**config.mk**
```make
export PLATFORM = sky130hd
export DESIGN_NAME = dmaarb_top
export DESIGN_NICKNAME = d
export VERILOG_FILES = /design/src/pkg/dmaarb_pkg.sv /design/src/core/dmaarb_latency.sv /design/src/core/dmaarb_top.sv
export VERILOG_INCLUDE_DIRS = /design/src /design/src/pkg
export SDC_FILE = /design/constraint.sdc
export NUM_CORES = 1
export LEC_CHECK = 0
export BUFFER_PORTS_ARGS = -buffer_cell sky130_fd_sc_hd__buf_2
export CAP_MARGIN = 20
export CELL_PAD_IN_SITES_DETAIL_PLACEMENT = 1
export CELL_PAD_IN_SITES_GLOBAL_PLACEMENT = 1
export CORE_MARGIN = 8
export CORE_UTILIZATION = 40
export DETAILED_ROUTE_END_ITERATION = 16
export GPL_ROUTABILITY_DRIVEN = 0
export PLACE_DENSITY_LB_ADDON = 0.1
export RECOVER_POWER = 100
export SYNTH_ARGS = -nofsm -noshare
export SYNTH_HDL_FRONTEND = slang
export SYNTH_HIERARCHICAL = 1
export SYNTH_SLANG_ARGS = --single-unit
export TNS_END_PERCENT = 5
```
**constraint.sdc**
```tcl
create_clock -name clk_sys -period 7.84 [get_ports clk_sys]
set_clock_uncertainty 0.2 [all_clocks]
set_input_delay 0.784 -clock clk_sys [delete_from_list [all_inputs] [get_ports clk_sys]]
set_output_delay 0.784 -clock clk_sys [all_outputs]
set_load 0.01 [all_outputs]
```
**src/pkg/dmaarb_defs.svh**
```systemverilog
/*
 * Constants of the DMA channel arbiter: register offsets, field
 * positions, reset values and timing counts.
 * Assumes inclusion by bare name from the package and the design files.
 */
`ifndef DMAARB_DEFS_SVH
`define DMAARB_DEFS_SVH

`define DA_NCH           4
`define DA_CHW           2
`define DA_AW            16
`define DA_CW            10
`define DA_PAW           8

`define DA_OFF_PTR0      8'h00
`define DA_OFF_CNT0      8'h10
`define DA_OFF_CTRL      8'h20
`define DA_OFF_ISTAT     8'h24
`define DA_OFF_IMASK     8'h28
`define DA_OFF_STATUS    8'h2C
`define DA_OFF_TRIG      8'h30
`define DA_STRIDE        8'h04
`define DA_PTR_LAST      8'h0C
`define DA_CNT_LAST      8'h1C

`define DA_F_EN          0
`define DA_F_ACT         4
`define DA_F_HOLD        8
`define DA_F_DIR         12
`define DA_F_PEND        0
`define DA_F_BUSY        4
`define DA_F_CUR         5
`define DA_F_BAD         7

`define DA_PTR_RST       16'h0000
`define DA_CNT_RST       10'h000
`define DA_CNT_ONE       10'h001
`define DA_PTR_ONE       16'h0001
`define DA_GPR_LO        16'hFEE0
`define DA_GPR_HI        16'hFEFF
`define DA_RAM_LO        16'hF800
`define DA_RAM_HI        16'hFFFF

`define DA_LAT_MIN_CLK   3
`define DA_LAT_MAX_CLK   10
`define DA_AGE_W         4
`define DA_AGE_READY     4'h2
`define DA_AGE_MAX       4'hF
`define DA_HOLD_DLY      2
`define DA_FLASH_WAIT    2'h3
`define DA_ZERO32        32'h0000_0000

`endif

```
**src/pkg/dmaarb_pkg.sv**
```systemverilog
/*
 * Types of the DMA channel arbiter.
 * Assumes the constants header is on the include path.
 */
`include "dmaarb_defs.svh"

package dmaarb_pkg;

    typedef struct packed {
        logic irq_req;
        logic suppress;
        logic suppress_busy;
        logic flash_acc;
        logic halt;
        logic stop;
    } dmaarb_cpu_t;

    typedef struct packed {
        logic                  req;
        logic                  to_sfr;
        logic [`DA_CHW-1:0]    ch;
        logic [`DA_AW-1:0]     addr;
        logic                  drop;
    } dmaarb_bus_t;

    typedef enum logic [1:0] {
        DA_IDLE,
        DA_XFER1,
        DA_XFER2
    } dmaarb_state_t;

endpackage : dmaarb_pkg

```
**src/core/dmaarb_latency.sv**
```systemverilog
/*
 * One channel's trigger slot: pending bit, response age and the
 * hold-off delay line.
 * Assumes a trigger and all controls on clk_sys, reset already synced.
 */
`timescale 1ns/1ps
`include "dmaarb_defs.svh"

module dmaarb_latency (
    input  wire logic clk_sys,
    input  wire logic rst_sync_n,
    input  wire logic trig,
    input  wire logic hold_off,
    input  wire logic ack,
    input  wire logic clear,
    output logic      pend,
    output logic      ready
);
    import dmaarb_pkg::*;

    logic                 pend_q;
    logic [`DA_AGE_W-1:0] age_q;
    logic [`DA_HOLD_DLY-1:0] hold_q;

    // Hold-off needs two clocks to take effect
    always_ff @(posedge clk_sys or negedge rst_sync_n) begin
        if (!rst_sync_n) begin
            hold_q <= '0;
        end else begin
            hold_q <= {hold_q[`DA_HOLD_DLY-2:0], hold_off};
        end
    end

    // Only one trigger is kept; extra ones are dropped
    always_ff @(posedge clk_sys or negedge rst_sync_n) begin
        if (!rst_sync_n) begin
            pend_q <= 1'b0;
        end else if (clear || ack) begin
            pend_q <= 1'b0;
        end else if (trig) begin
            pend_q <= 1'b1;
        end
    end

    always_ff @(posedge clk_sys or negedge rst_sync_n) begin
        if (!rst_sync_n) begin
            age_q <= '0;
        end else if (!pend_q || clear || ack) begin
            age_q <= '0;
        end else if (age_q != `DA_AGE_MAX) begin
            age_q <= age_q + 4'h1;
        end
    end

    assign pend  = pend_q;
    assign ready = pend_q && !hold_q[`DA_HOLD_DLY-1] &&
                   (age_q >= `DA_AGE_READY);

endmodule : dmaarb_latency

```
**src/core/dmaarb_top.sv**
```systemverilog
/*
 * Four-channel DMA arbiter with APB registers, trigger latency,
 * CPU-instruction hold-offs, standby handling and done interrupts.
 * Assumes triggers and CPU status come from logic on clk_sys and that
 * the shared bus accepts one two-clock transfer at a time.
 */
`timescale 1ns/1ps
`include "dmaarb_defs.svh"

// Overview of operation
// - A request arriving during a transfer waits until that transfer ends.
// - Simultaneous requests are granted channel 0 first, channel 3 last.
// - A transfer coinciding with an interrupt goes first, then servicing.
// - A transfer starts 3 to 10 clocks after its trigger.
// - Each transfer holds the bus for two clocks.
// - A suppressing instruction in progress delays the start further.
// - Light sleep keeps transfers running; deep sleep stops them all.
// - New requests wait one cycle after listed suppressing instructions.
// - The RAM pointer increments after each transfer.
// - Pointer in register area or past RAM loses or corrupts data.
// - Flash access right after a transfer gets a three-clock wait.
// - Under hold-off one trigger is kept and served once released.
// - Count reaching zero clears active flag and raises done interrupt.
// - Software abort stops within two clocks, keeps values, no interrupt.
module dmaarb_top (
    input  wire logic                  clk_sys,
    input  wire logic                  rst_n,
    input  wire logic                  psel,
    input  wire logic                  penable,
    input  wire logic                  pwrite,
    input  wire logic [`DA_PAW-1:0]    paddr,
    input  wire logic [31:0]           pwdata,
    output logic      [31:0]           prdata,
    output logic                       pready,
    output logic                       pslverr,
    input  wire logic [`DA_NCH-1:0]    trig,
    input  wire dmaarb_pkg::dmaarb_cpu_t cpu,
    output dmaarb_pkg::dmaarb_bus_t    bus,
    output logic                       cpu_irq_allow,
    output logic                       cpu_wait,
    output logic                       irq
);
    import dmaarb_pkg::*;

    logic [1:0]                rst_q;
    logic                      rst_sync_n;
    logic [`DA_AW-1:0]         ptr_q   [`DA_NCH];
    logic [`DA_CW-1:0]         cnt_q   [`DA_NCH];
    logic [`DA_NCH-1:0]        en_q;
    logic [`DA_NCH-1:0]        act_q;
    logic [`DA_NCH-1:0]        hold_q;
    logic [`DA_NCH-1:0]        dir_q;
    logic [`DA_NCH-1:0]        istat_q;
    logic [`DA_NCH-1:0]        imask_q;
    logic [`DA_NCH-1:0]        swtrig_q;
    logic [`DA_NCH-1:0]        pend;
    logic [`DA_NCH-1:0]        ready;
    logic [`DA_NCH-1:0]        ack;
    logic [`DA_NCH-1:0]        cand;
    logic [`DA_NCH-1:0]        done;
    logic [`DA_NCH-1:0]        abort;
    dmaarb_state_t             state_q;
    logic [`DA_CHW-1:0]        cur_q;
    logic                      supp_q;
    logic                      after_xfer_q;
    logic [1:0]                wait_cnt_q;
    logic                      grant;
    logic                      apb_acc;
    logic                      apb_wr;
    logic                      apb_bad;
    logic [31:0]               rd_mux;
    logic                      fin;

    // Pointer falls in register area or outside RAM
    function automatic logic addr_bad(input logic [`DA_AW-1:0] a);
        addr_bad = (a >= `DA_GPR_LO && a <= `DA_GPR_HI) ||
                   (a < `DA_RAM_LO) || (a > `DA_RAM_HI);
    endfunction : addr_bad

    // Lowest set bit wins
    function automatic logic [`DA_NCH-1:0] pick_low(
        input logic [`DA_NCH-1:0] v
    );
        pick_low = v & (~v + 4'h1);
    endfunction : pick_low

    function automatic logic [`DA_CHW-1:0] enc(
        input logic [`DA_NCH-1:0] v
    );
        enc = '0;
        for (int i = `DA_NCH - 1; i >= 0; i--) begin
            if (v[i]) begin
                enc = i[`DA_CHW-1:0];
            end
        end
    endfunction : enc

    // Reset release through two flops
    always_ff @(posedge clk_sys or negedge rst_n) begin
        if (!rst_n) begin
            rst_q <= 2'b00;
        end else begin
            rst_q <= {rst_q[0], 1'b1};
        end
    end
    assign rst_sync_n = rst_q[1];

    // APB: one wait state, answer registered
    assign apb_acc = psel && penable && pready;
    assign apb_wr  = apb_acc && pwrite;
    assign apb_bad = !((paddr <= `DA_CNT_LAST) || (paddr == `DA_OFF_CTRL) ||
                       (paddr == `DA_OFF_ISTAT) || (paddr == `DA_OFF_IMASK) ||
                       (paddr == `DA_OFF_STATUS) || (paddr == `DA_OFF_TRIG))
                     || (paddr[1:0] != 2'b00);

    always_comb begin
        rd_mux = `DA_ZERO32;
        if (paddr <= `DA_PTR_LAST) begin
            rd_mux[`DA_AW-1:0] = ptr_q[paddr[3:2]];
        end else if (paddr <= `DA_CNT_LAST) begin
            rd_mux[`DA_CW-1:0] = cnt_q[paddr[3:2]];
        end else if (paddr == `DA_OFF_CTRL) begin
            rd_mux[`DA_F_EN+:`DA_NCH]   = en_q;
            rd_mux[`DA_F_ACT+:`DA_NCH]  = act_q;
            rd_mux[`DA_F_HOLD+:`DA_NCH] = hold_q;
            rd_mux[`DA_F_DIR+:`DA_NCH]  = dir_q;
        end else if (paddr == `DA_OFF_ISTAT) begin
            rd_mux[`DA_NCH-1:0] = istat_q;
        end else if (paddr == `DA_OFF_IMASK) begin
            rd_mux[`DA_NCH-1:0] = imask_q;
        end else if (paddr == `DA_OFF_STATUS) begin
            rd_mux[`DA_F_PEND+:`DA_NCH] = pend;
            rd_mux[`DA_F_BUSY]          = (state_q != DA_IDLE);
            rd_mux[`DA_F_CUR+:`DA_CHW]  = cur_q;
            rd_mux[`DA_F_BAD]           = addr_bad(ptr_q[cur_q]);
        end
        if (apb_bad) begin
            rd_mux = `DA_ZERO32;
        end
    end

    always_ff @(posedge clk_sys or negedge rst_sync_n) begin
        if (!rst_sync_n) begin
            pready  <= 1'b0;
            pslverr <= 1'b0;
            prdata  <= `DA_ZERO32;
        end else begin
            pready  <= psel && penable && !pready;
            pslverr <= psel && penable && !pready && apb_bad;
            if (psel && penable && !pready && !pwrite) begin
                prdata <= rd_mux;
            end
        end
    end

    // Channel controls; hardware clears the active flag at completion
    always_ff @(posedge clk_sys or negedge rst_sync_n) begin
        if (!rst_sync_n) begin
            en_q   <= '0;
            act_q  <= '0;
            hold_q <= '0;
            dir_q  <= '0;
        end else begin
            if (apb_wr && paddr == `DA_OFF_CTRL) begin
                en_q   <= pwdata[`DA_F_EN+:`DA_NCH];
                act_q  <= pwdata[`DA_F_ACT+:`DA_NCH] &
                          pwdata[`DA_F_EN+:`DA_NCH];
                hold_q <= pwdata[`DA_F_HOLD+:`DA_NCH];
                dir_q  <= pwdata[`DA_F_DIR+:`DA_NCH];
            end else begin
                act_q  <= act_q & ~done;
            end
        end
    end

    // Software trigger is a one-cycle pulse
    always_ff @(posedge clk_sys or negedge rst_sync_n) begin
        if (!rst_sync_n) begin
            swtrig_q <= '0;
        end else if (apb_wr && paddr == `DA_OFF_TRIG) begin
            swtrig_q <= pwdata[`DA_NCH-1:0];
        end else begin
            swtrig_q <= '0;
        end
    end

    // Software clearing active on any active channel, whether or not it owns the bus
    always_comb begin
        abort = '0;
        if (apb_wr && paddr == `DA_OFF_CTRL) begin
            abort = act_q & ~pwdata[`DA_F_ACT+:`DA_NCH];
        end
    end

    // Per-channel trigger slots
    genvar g;
    generate
        for (g = 0; g < `DA_NCH; g++) begin : g_ch
            dmaarb_latency u_lat (
                .clk_sys    (clk_sys),
                .rst_sync_n (rst_sync_n),
                .trig       ((trig[g] || swtrig_q[g]) && act_q[g]),
                .hold_off   (hold_q[g]),
                .ack        (ack[g]),
                .clear      (!act_q[g] || cpu.stop),
                .pend       (pend[g]),
                .ready      (ready[g])
            );

            // Pointer and count; software write wins over update
            always_ff @(posedge clk_sys or negedge rst_sync_n) begin
                if (!rst_sync_n) begin
                    ptr_q[g] <= `DA_PTR_RST;
                    cnt_q[g] <= `DA_CNT_RST;
                end else if (apb_wr && paddr ==
                             `DA_OFF_PTR0 + `DA_STRIDE * g) begin
                    ptr_q[g] <= pwdata[`DA_AW-1:0];
                end else if (apb_wr && paddr ==
                             `DA_OFF_CNT0 + `DA_STRIDE * g) begin
                    cnt_q[g] <= pwdata[`DA_CW-1:0];
                end else if (fin && cur_q == g) begin
                    ptr_q[g] <= ptr_q[g] + `DA_PTR_ONE;
                    cnt_q[g] <= cnt_q[g] - `DA_CNT_ONE;
                end
            end
        end
    endgenerate

    // Hold one cycle after a listed instruction ends
    always_ff @(posedge clk_sys or negedge rst_sync_n) begin
        if (!rst_sync_n) begin
            supp_q <= 1'b0;
        end else begin
            supp_q <= cpu.suppress;
        end
    end

    // Grant only from idle, so a new request waits for the bus
    assign cand  = ready & act_q & ~abort;
    assign grant = (state_q == DA_IDLE) && (cand != '0) && !cpu.stop &&
                   !supp_q && !cpu.suppress_busy &&
                   !cpu.flash_acc;
    assign ack   = grant ? pick_low(cand) : '0;
    assign fin   = (state_q == DA_XFER2) && !abort[cur_q] && !cpu.stop;

    always_comb begin
        done = '0;
        if (fin && cnt_q[cur_q] == `DA_CNT_ONE) begin
            done[cur_q] = 1'b1;
        end
    end

    // Two-clock bus transfer
    always_ff @(posedge clk_sys or negedge rst_sync_n) begin
        if (!rst_sync_n) begin
            state_q <= DA_IDLE;
            cur_q   <= '0;
        end else begin
            case (state_q)
                DA_IDLE: begin
                    if (grant) begin
                        state_q <= DA_XFER1;
                        cur_q   <= enc(ack);
                    end
                end
                DA_XFER1: begin
                    if (abort[cur_q] || cpu.stop) begin
                        state_q <= DA_IDLE;
                    end else begin
                        state_q <= DA_XFER2;
                    end
                end
                DA_XFER2: begin
                    state_q <= DA_IDLE;
                end
                default: begin
                    state_q <= DA_IDLE;
                end
            endcase
        end
    end

    // Bus outputs registered alongside the state
    always_ff @(posedge clk_sys or negedge rst_sync_n) begin
        if (!rst_sync_n) begin
            bus <= '0;
        end else if (grant) begin
            bus.req    <= 1'b1;
            bus.ch     <= enc(ack);
            bus.to_sfr <= dir_q[enc(ack)];
            bus.addr   <= ptr_q[enc(ack)];
            // Bad pointer: write dropped or read undefined
            bus.drop   <= addr_bad(ptr_q[enc(ack)]);
        end else if ((state_q == DA_XFER1 && (abort[cur_q] || cpu.stop)) ||
                     state_q == DA_XFER2) begin
            bus.req  <= 1'b0;
            bus.drop <= 1'b0;
        end
    end

    // Interrupts wait while a transfer is ready or running
    always_ff @(posedge clk_sys or negedge rst_sync_n) begin
        if (!rst_sync_n) begin
            cpu_irq_allow <= 1'b1;
        end else begin
            cpu_irq_allow <= !grant && (state_q == DA_IDLE) &&
                             !((cand != '0) && cpu.irq_req &&
                               !cpu.stop);
        end
    end

    // Flash access right after a transfer stalls three clocks
    always_ff @(posedge clk_sys or negedge rst_sync_n) begin
        if (!rst_sync_n) begin
            after_xfer_q <= 1'b0;
            wait_cnt_q   <= '0;
            cpu_wait     <= 1'b0;
        end else begin
            after_xfer_q <= fin || (after_xfer_q && !cpu.flash_acc &&
                                    state_q != DA_IDLE);
            if (after_xfer_q && cpu.flash_acc && wait_cnt_q == '0) begin
                wait_cnt_q <= `DA_FLASH_WAIT;
                cpu_wait   <= 1'b1;
            end else if (wait_cnt_q != '0) begin
                wait_cnt_q <= wait_cnt_q - 2'h1;
                cpu_wait   <= (wait_cnt_q != 2'h1);
            end else begin
                cpu_wait   <= 1'b0;
            end
        end
    end

    // Done status: set wins over write-one-to-clear
    always_ff @(posedge clk_sys or negedge rst_sync_n) begin
        if (!rst_sync_n) begin
            istat_q <= '0;
            imask_q <= '0;
            irq     <= 1'b0;
        end else begin
            if (apb_wr && paddr == `DA_OFF_ISTAT) begin
                istat_q <= (istat_q & ~pwdata[`DA_NCH-1:0]) | done;
            end else begin
                istat_q <= istat_q | done;
            end
            if (apb_wr && paddr == `DA_OFF_IMASK) begin
                imask_q <= pwdata[`DA_NCH-1:0];
            end
            irq <= ((istat_q | done) & imask_q) != '0;
        end
    end

endmodule : dmaarb_top

```
* Word level (Yosys, flattened, before mapping)
Index checks and enable logic that the tools add are counted.
Storage, ports and cells: register bits 228, bits in latches 0, memory bits (writable) 0, memory bits (read-only) 0, input port bits 55, output and inout port bits 58, memories kept 0
Operators by class: $add $sub $neg 14, multiply operators 0, divide/modulo/power cells 0, $lt $le $gt $ge 20, eq/ne operators 28, shift operators 0, muxes and demuxes 89, bitwise gates (word level) 22, reductions and logical operators 145
Operators by type and width (number):
- 16-bit 2-to-1 mux | 20
- 10-bit 2-to-1 mux | 13
- 16-bit binary-select mux with 2-bit select | 3
- 4-bit 2-to-1 mux | 18
- 16-bit by 1-bit adder with 16-bit output, second input constant | 4
- 1-bit logical AND | 54
- 2-bit nonzero test | 21
- 10-bit binary-select mux with 2-bit select | 2
- 8-bit by 6-bit == test with 1-bit output, second input constant | 5
- 10-bit by 1-bit subtractor with 10-bit output, second input constant | 4
- 1-bit logical OR | 33
- 4-bit bitwise AND | 8
- 8-bit by 5-bit == test with 1-bit output, second input constant | 4
- 16-bit >= comparator, second input constant | 2
- 16-bit > comparator, second input constant | 2
- 16-bit less-or-equal comparator, second input constant | 2
- 16-bit less-than comparator, second input constant | 2
- 8-bit 2-to-1 mux | 3
- 1-bit zero test | 22
- 4-bit by 1-bit adder with 4-bit output, second input constant | 5
- 4-bit NOT | 5
- 2-bit 2-to-1 mux | 9
- 2-bit AND reduction | 9
- 8-bit by 4-bit == test with 1-bit output, second input constant | 2
- 25 further kinds | 66

* Logic depth before layout (Yosys ltp)
depth in word-level cells 28, mapped depth 15, depth with buffers taken out 12

* Hierarchy
Netlist, hierarchy kept.
By module, submodules not included:
- dmaarb_top | instances 1, cells an instance 1312, area an instance 11210.8 µm²
- dmaarb_latency | instances 4, cells an instance 29, area an instance 336.6 µm²

* Worst setup path after synthesis
No wires, ideal clock.
path kind input-to-reg, start point in paddr[2], end point reg bus[0] (netlist bit), arrival time 3.194 ns, required time 7.508 ns, setup slack 4.314 ns, cell stages on the path 12, buffers on the path 5, path through buf_2 or4_4 buf_6 buf_6 o41ai_4 nand2_2 and3_1 buf_6 buf_4 a31o_1 o41ai_2 o21ai_1
Between the ends: longest elaborated chain between the ends 26
Ends and longest elaborated chain:
- start: declaration | line dmaarb_top.sv:31 | input wire logic [`DA_PAW-1:0] paddr,
- 8-bit by 6-bit == test with 1-bit output (no line) (*)
- 1-bit logical AND (no line) (*)
- 4-bit 2-to-1 mux (*) | line dmaarb_top.sv:190 | if (apb_wr && paddr == `DA_OFF_CTRL) begin
- branches (longest 23 deep; another with 4-bit by 1-bit adder with 4-bit output)
- end: declaration | line dmaarb_top.sv:38 | output dmaarb_pkg::dmaarb_bus_t bus,
Every way passes the cells marked *. The select of a mux whose other input is x is not followed. A chain may end at the register's enable or synchronous reset.

* Worst setup path in the final report
start point in paddr[2], end point reg cnt_q[0] (netlist bit)
Between the ends: longest elaborated chain between the ends 11
Ends and longest elaborated chain:
- 8-bit by 6-bit == test with 1-bit output (no line)
- 1-bit logical AND (no line)
- 4-bit 2-to-1 mux | line dmaarb_top.sv:190
- 1-bit binary-select mux with 2-bit select | line dmaarb_top.sv:244 | assign fin = (state_q == DA_XFER2) && !abort[cur_q] && !cpu.stop;
- 1-bit 2-to-1 mux (implied by the code) | line dmaarb_top.sv:244
- 1-bit zero test | line dmaarb_top.sv:244
- 1-bit logical AND (2 in series) | line dmaarb_top.sv:244
- 1-bit logical AND | line dmaarb_top.sv:221 | end else if (fin && cur_q == g) begin
- 2-bit nonzero test (no line)
- 2-bit AND reduction (no line)
- end signal: indexed assignment | line dmaarb_top.sv:214 | cnt_q[g] <= `DA_CNT_RST;
- end signal: indexed assignment | line dmaarb_top.sv:220 | cnt_q[g] <= pwdata[`DA_CW-1:0];
- end signal: indexed assignment | line dmaarb_top.sv:223 | cnt_q[g] <= cnt_q[g] - `DA_CNT_ONE;
- end: declaration | line dmaarb_top.sv:48 | logic [`DA_CW-1:0] cnt_q [`DA_NCH];
Parallel ways exist; a longest one is shown, timed or not. The select of a mux whose other input is x is not followed.

==> summary.md <==
| Metric | Value |
|---|---|
| Critical Path Sink Type | `register` |
| Pin slew with the least headroom to its limit | `2629 ps` |
| PwrDens | `184.7 nW/um^2` |
| Via count | `11098` |
| Core Util, Final | `44.68%` |
| Synth top area share | `42.05%` |
| CTS sink count | `212` |
| All-layer global routing usage | `23.79%` |
| Die area | `37320 um^2` |
| Ant diodes | `0` |
| Average routed wire per standard cell | `23.08 um` |
| H-tree depth | `1` |
| FP Rows | `65` |
| Seq cells post-synth | `212` |
| Max Root-Sink Buffers | `3` |
| Hold Path Class | `reg -> reg` |
| Initial Util | `40.21%` |
| Total Wirelength | `43.65 mm` |
| Top FF cell, synth | `dfrtp_1` |
| Largest net degree at the start of global routing | `67` |
| Final critical-path share of the clock period | `74.70%` |
| Synth area leader | `dfrtp_1` |
| Slew headroom | `-75.28%` |
| Core ar. | `31230 um^2` |
| Post-synth EDFFs | `0` |
| Top post-synthesis cells by area | `dfrtp_1, nand2_1, nor2_1, mux4_2, a21oi_1` |
| Final global-route overflow total | `0` |
| Sum Neg Setup Slack | `0 ps` |
| Antenna Nets Post-Route | `0` |
| Post-synthesis async set-or-reset flop share | `100.0%` |
| First-pass GRT wire length | `67.99 mm` |
| Maximum vdd drop | `0.1786 mV` |
| Post-cts resize count | `0` |
| Die width | `193.2 um` |
| Ports | `113` |
| CTS buffer count | `27` |
| Unrepaired setup endpoints after global routing | `false` |
| Total Nets Final | `1542` |
| Max Fanout on Critical Path | `35` |
| Max Cap Viol | `4` |
| DIE HEIGHT | `193.2 um` |
| Max Clk Rate | `0.1707 GHz` |
| Number of antenna violations at the first check in global routing | `0` |
| Netlist cell types | `74` |
| Syn Inst Count | `1428` |
| Fraction of layout cells with a size suffix above 1 | `10.95%` |
| Clock Latency Late Sink | `540 ps` |
| Period minus WS final | `5857 ps` |
| Area growth, synth to finish | `11.11%` |
| Status | `complete, but fails checks` |
| Post-route DRC | `0` |
| CTS tree | `built` |
| Final setup violation count | `0` |
| Worst R2R Path Depth | `2` |
| Synthesized area | `12560 um^2` |
| Final Hold Vio Count | `0` |
| CP startpoint kind | `primary input` |
| Leakage | `5.902 nW` |
| Router iterations before antenna repair | `5` |
| Vias in the first global route | `11251` |
| I/O Buffers | `79` |
| Detailed Route Iter0 Violations | `866` |
| Max Slew Vio Count | `132` |
| Arr. time, crit path | `6050 ps` |
| Mean post-synth cell area | `8.793 um^2` |
| Clk slew on worst S/H paths | `60 ps` |
| Via density | `5.869` |
| WS Path Type | `in -> reg` |
| Yosys warnings | `6` |
| Hold Path Depth | `0` |
| Flop-to-flop setup slack | `2520 ps` |
| Clock root buffer master | `clkbuf_16` |
| Failing checks | `max-capacitance violations, max-slew violations` |
| Post-DP HPWL | `31.60 mm` |
| Seq/Total Area, Yosys | `42.26%` |
| Req. time, crit path | `8040 ps` |
==> flip-flops by register name (all words and copies together), names as in the netlist, 4 cells and up <==
| register | count |
|---|---|
| g_ch.u_lat/age_q | 16 |
| cnt_q | 40 |
| hold_q | 4 |
| act_q | 4 |
| dir_q | 4 |
| swtrig_q | 4 |
| g_ch.u_lat/hold_q | 8 |
| imask_q | 4 |
| ptr_q | 64 |
| g_ch.u_lat/pend | 4 |
| istat_q | 4 |
| bus | 21 |
| prdata | 16 |
| en_q | 4 |
==> cell type report <==
class / instances / area [um^2]
Clock buffer: 37 / 783.3
Inverter: 36 / 135.1
Timing Repair Buffer: 104 / 515.5
Tap cell: 402 / 503.0
Clock inverter: 12 / 118.9
Fill cell: 3694 / 17280
Multi-Input combinational cell: 1088 / 6590
Sequential cell: 212 / 5306
==> power by group <==
| part | switching, mW | internal [mW] | leakage [nW] |
|---|---|---|---|
| sequential | 0.0291 | 1.12 | 2.85 |
| combinational | 0.111 | 0.0533 | 2.60 |
| clock | 0.507 | 0.762 | 0.447 |
==> critical path: stages <==
cell and delay (ps):
buf_2 90, clkbuf_1 920, or4_1 1180, nor3_2 940
a311oi_1 200, clkbuf_1 280, o21ai_0 880, clkbuf_1 410
nor3_1 80, a21oi_1 120, o21ai_0 110
==> synthesized netlist by cell type, types with 14 or more instances <==
cell      count
ha_1         18
a21oi_1     118
nand3_1      41
buf_4        20
a22oi_1      15
nor4_1       21
nor2_1      174
nor3_1       32
and3_1       23
nand2b_1     14
nand4_1      28
xor2_1       32
o21ai_0     108
inv_1        35
nand2_1     195
mux4_2       27
nor3b_1      14
xnor2_1      28
clkbuf_1     62
dfrtp_1     211
==> metrics by stage <==
stage / area [um^2] / hold slack [ps] / total power [mW] / instances / setup WS, ps
finish: 13950 / 146.6 / 2.577 / 1891 / 1983
global route: 13950 / 143.0 / 2.668 / 1891 / 1499
CTS: 14090 / 129.6 / 2.609 / 1889 / 3277
detailed placement: 13180 / 136.4 / 1.333 / 1839 / 2713
global placement: 13170 / 133.5 / 1.329 / 1838 / 2691
floorplan: 12610 / 131.2 / 1.265 / 1443 / 1297
==> metal layers <==
layer	wire length [um]	global-route usage, %	share of wire, %	vias up
li1	-	-	-	5126
met1	20990	35.13	48	5628
met2	19030	36.15	44	284
met3	2530	3.076	5.8	60
met4	1097	6.598	2.5	0
met5	0	0	0	-
==> path summary, 6_finish.rpt <==
| path | start | end |
|---|---|---|
| max in group asynchronous | rst_q[1] | dir_q[0] |
| worst min-delay path | g_ch[0].u_lat/hold_q[0] | g_ch[0].u_lat/hold_q[1] |
| worst min register to register | g_ch[0].u_lat/hold_q[0] | g_ch[0].u_lat/hold_q[1] |
| worst max-delay path | paddr[2] | cnt_q[0] |
| worst max register to register | rst_q[1] | dir_q[0] |
| min in group asynchronous | rst_n | rst_q[1] |
==> cells by family after synthesis <==
| family | synth area share [%] |
|---|---|
| AOI/OAI and AO/OA | 17.18 |
| xor gates and xnor gates | 4.185 |
| adders and majority gates | 1.794 |
| buffers and inverters | 5.231 |
| DFF | 42.26 |
| muxes | 6.536 |
| other | 0.05981 |
| and+or+nand+nor | 22.76 |
==> cells in the final DEF (no fill, tap or decap), drive strengths merged, types with 23 or more instances in the layout <==
master / count
xnor2: 28
nor4: 23
nand3: 41
a21oi: 118
nand2: 197
o21ai: 110
clkbuf: 90
nor3: 36
buf: 50
and3: 23
xor2: 32
dfrtp: 211
nand4: 28
nor2: 175
mux4: 27
inv: 37
==> repair_timing <==
item | 4_1_cts | 5_1_grt
hold buffers | 1 | 0
hold endpoints to repair | 2 | 0
setup buffers | 0 | 0
Power figures use the tool's default switching activity.
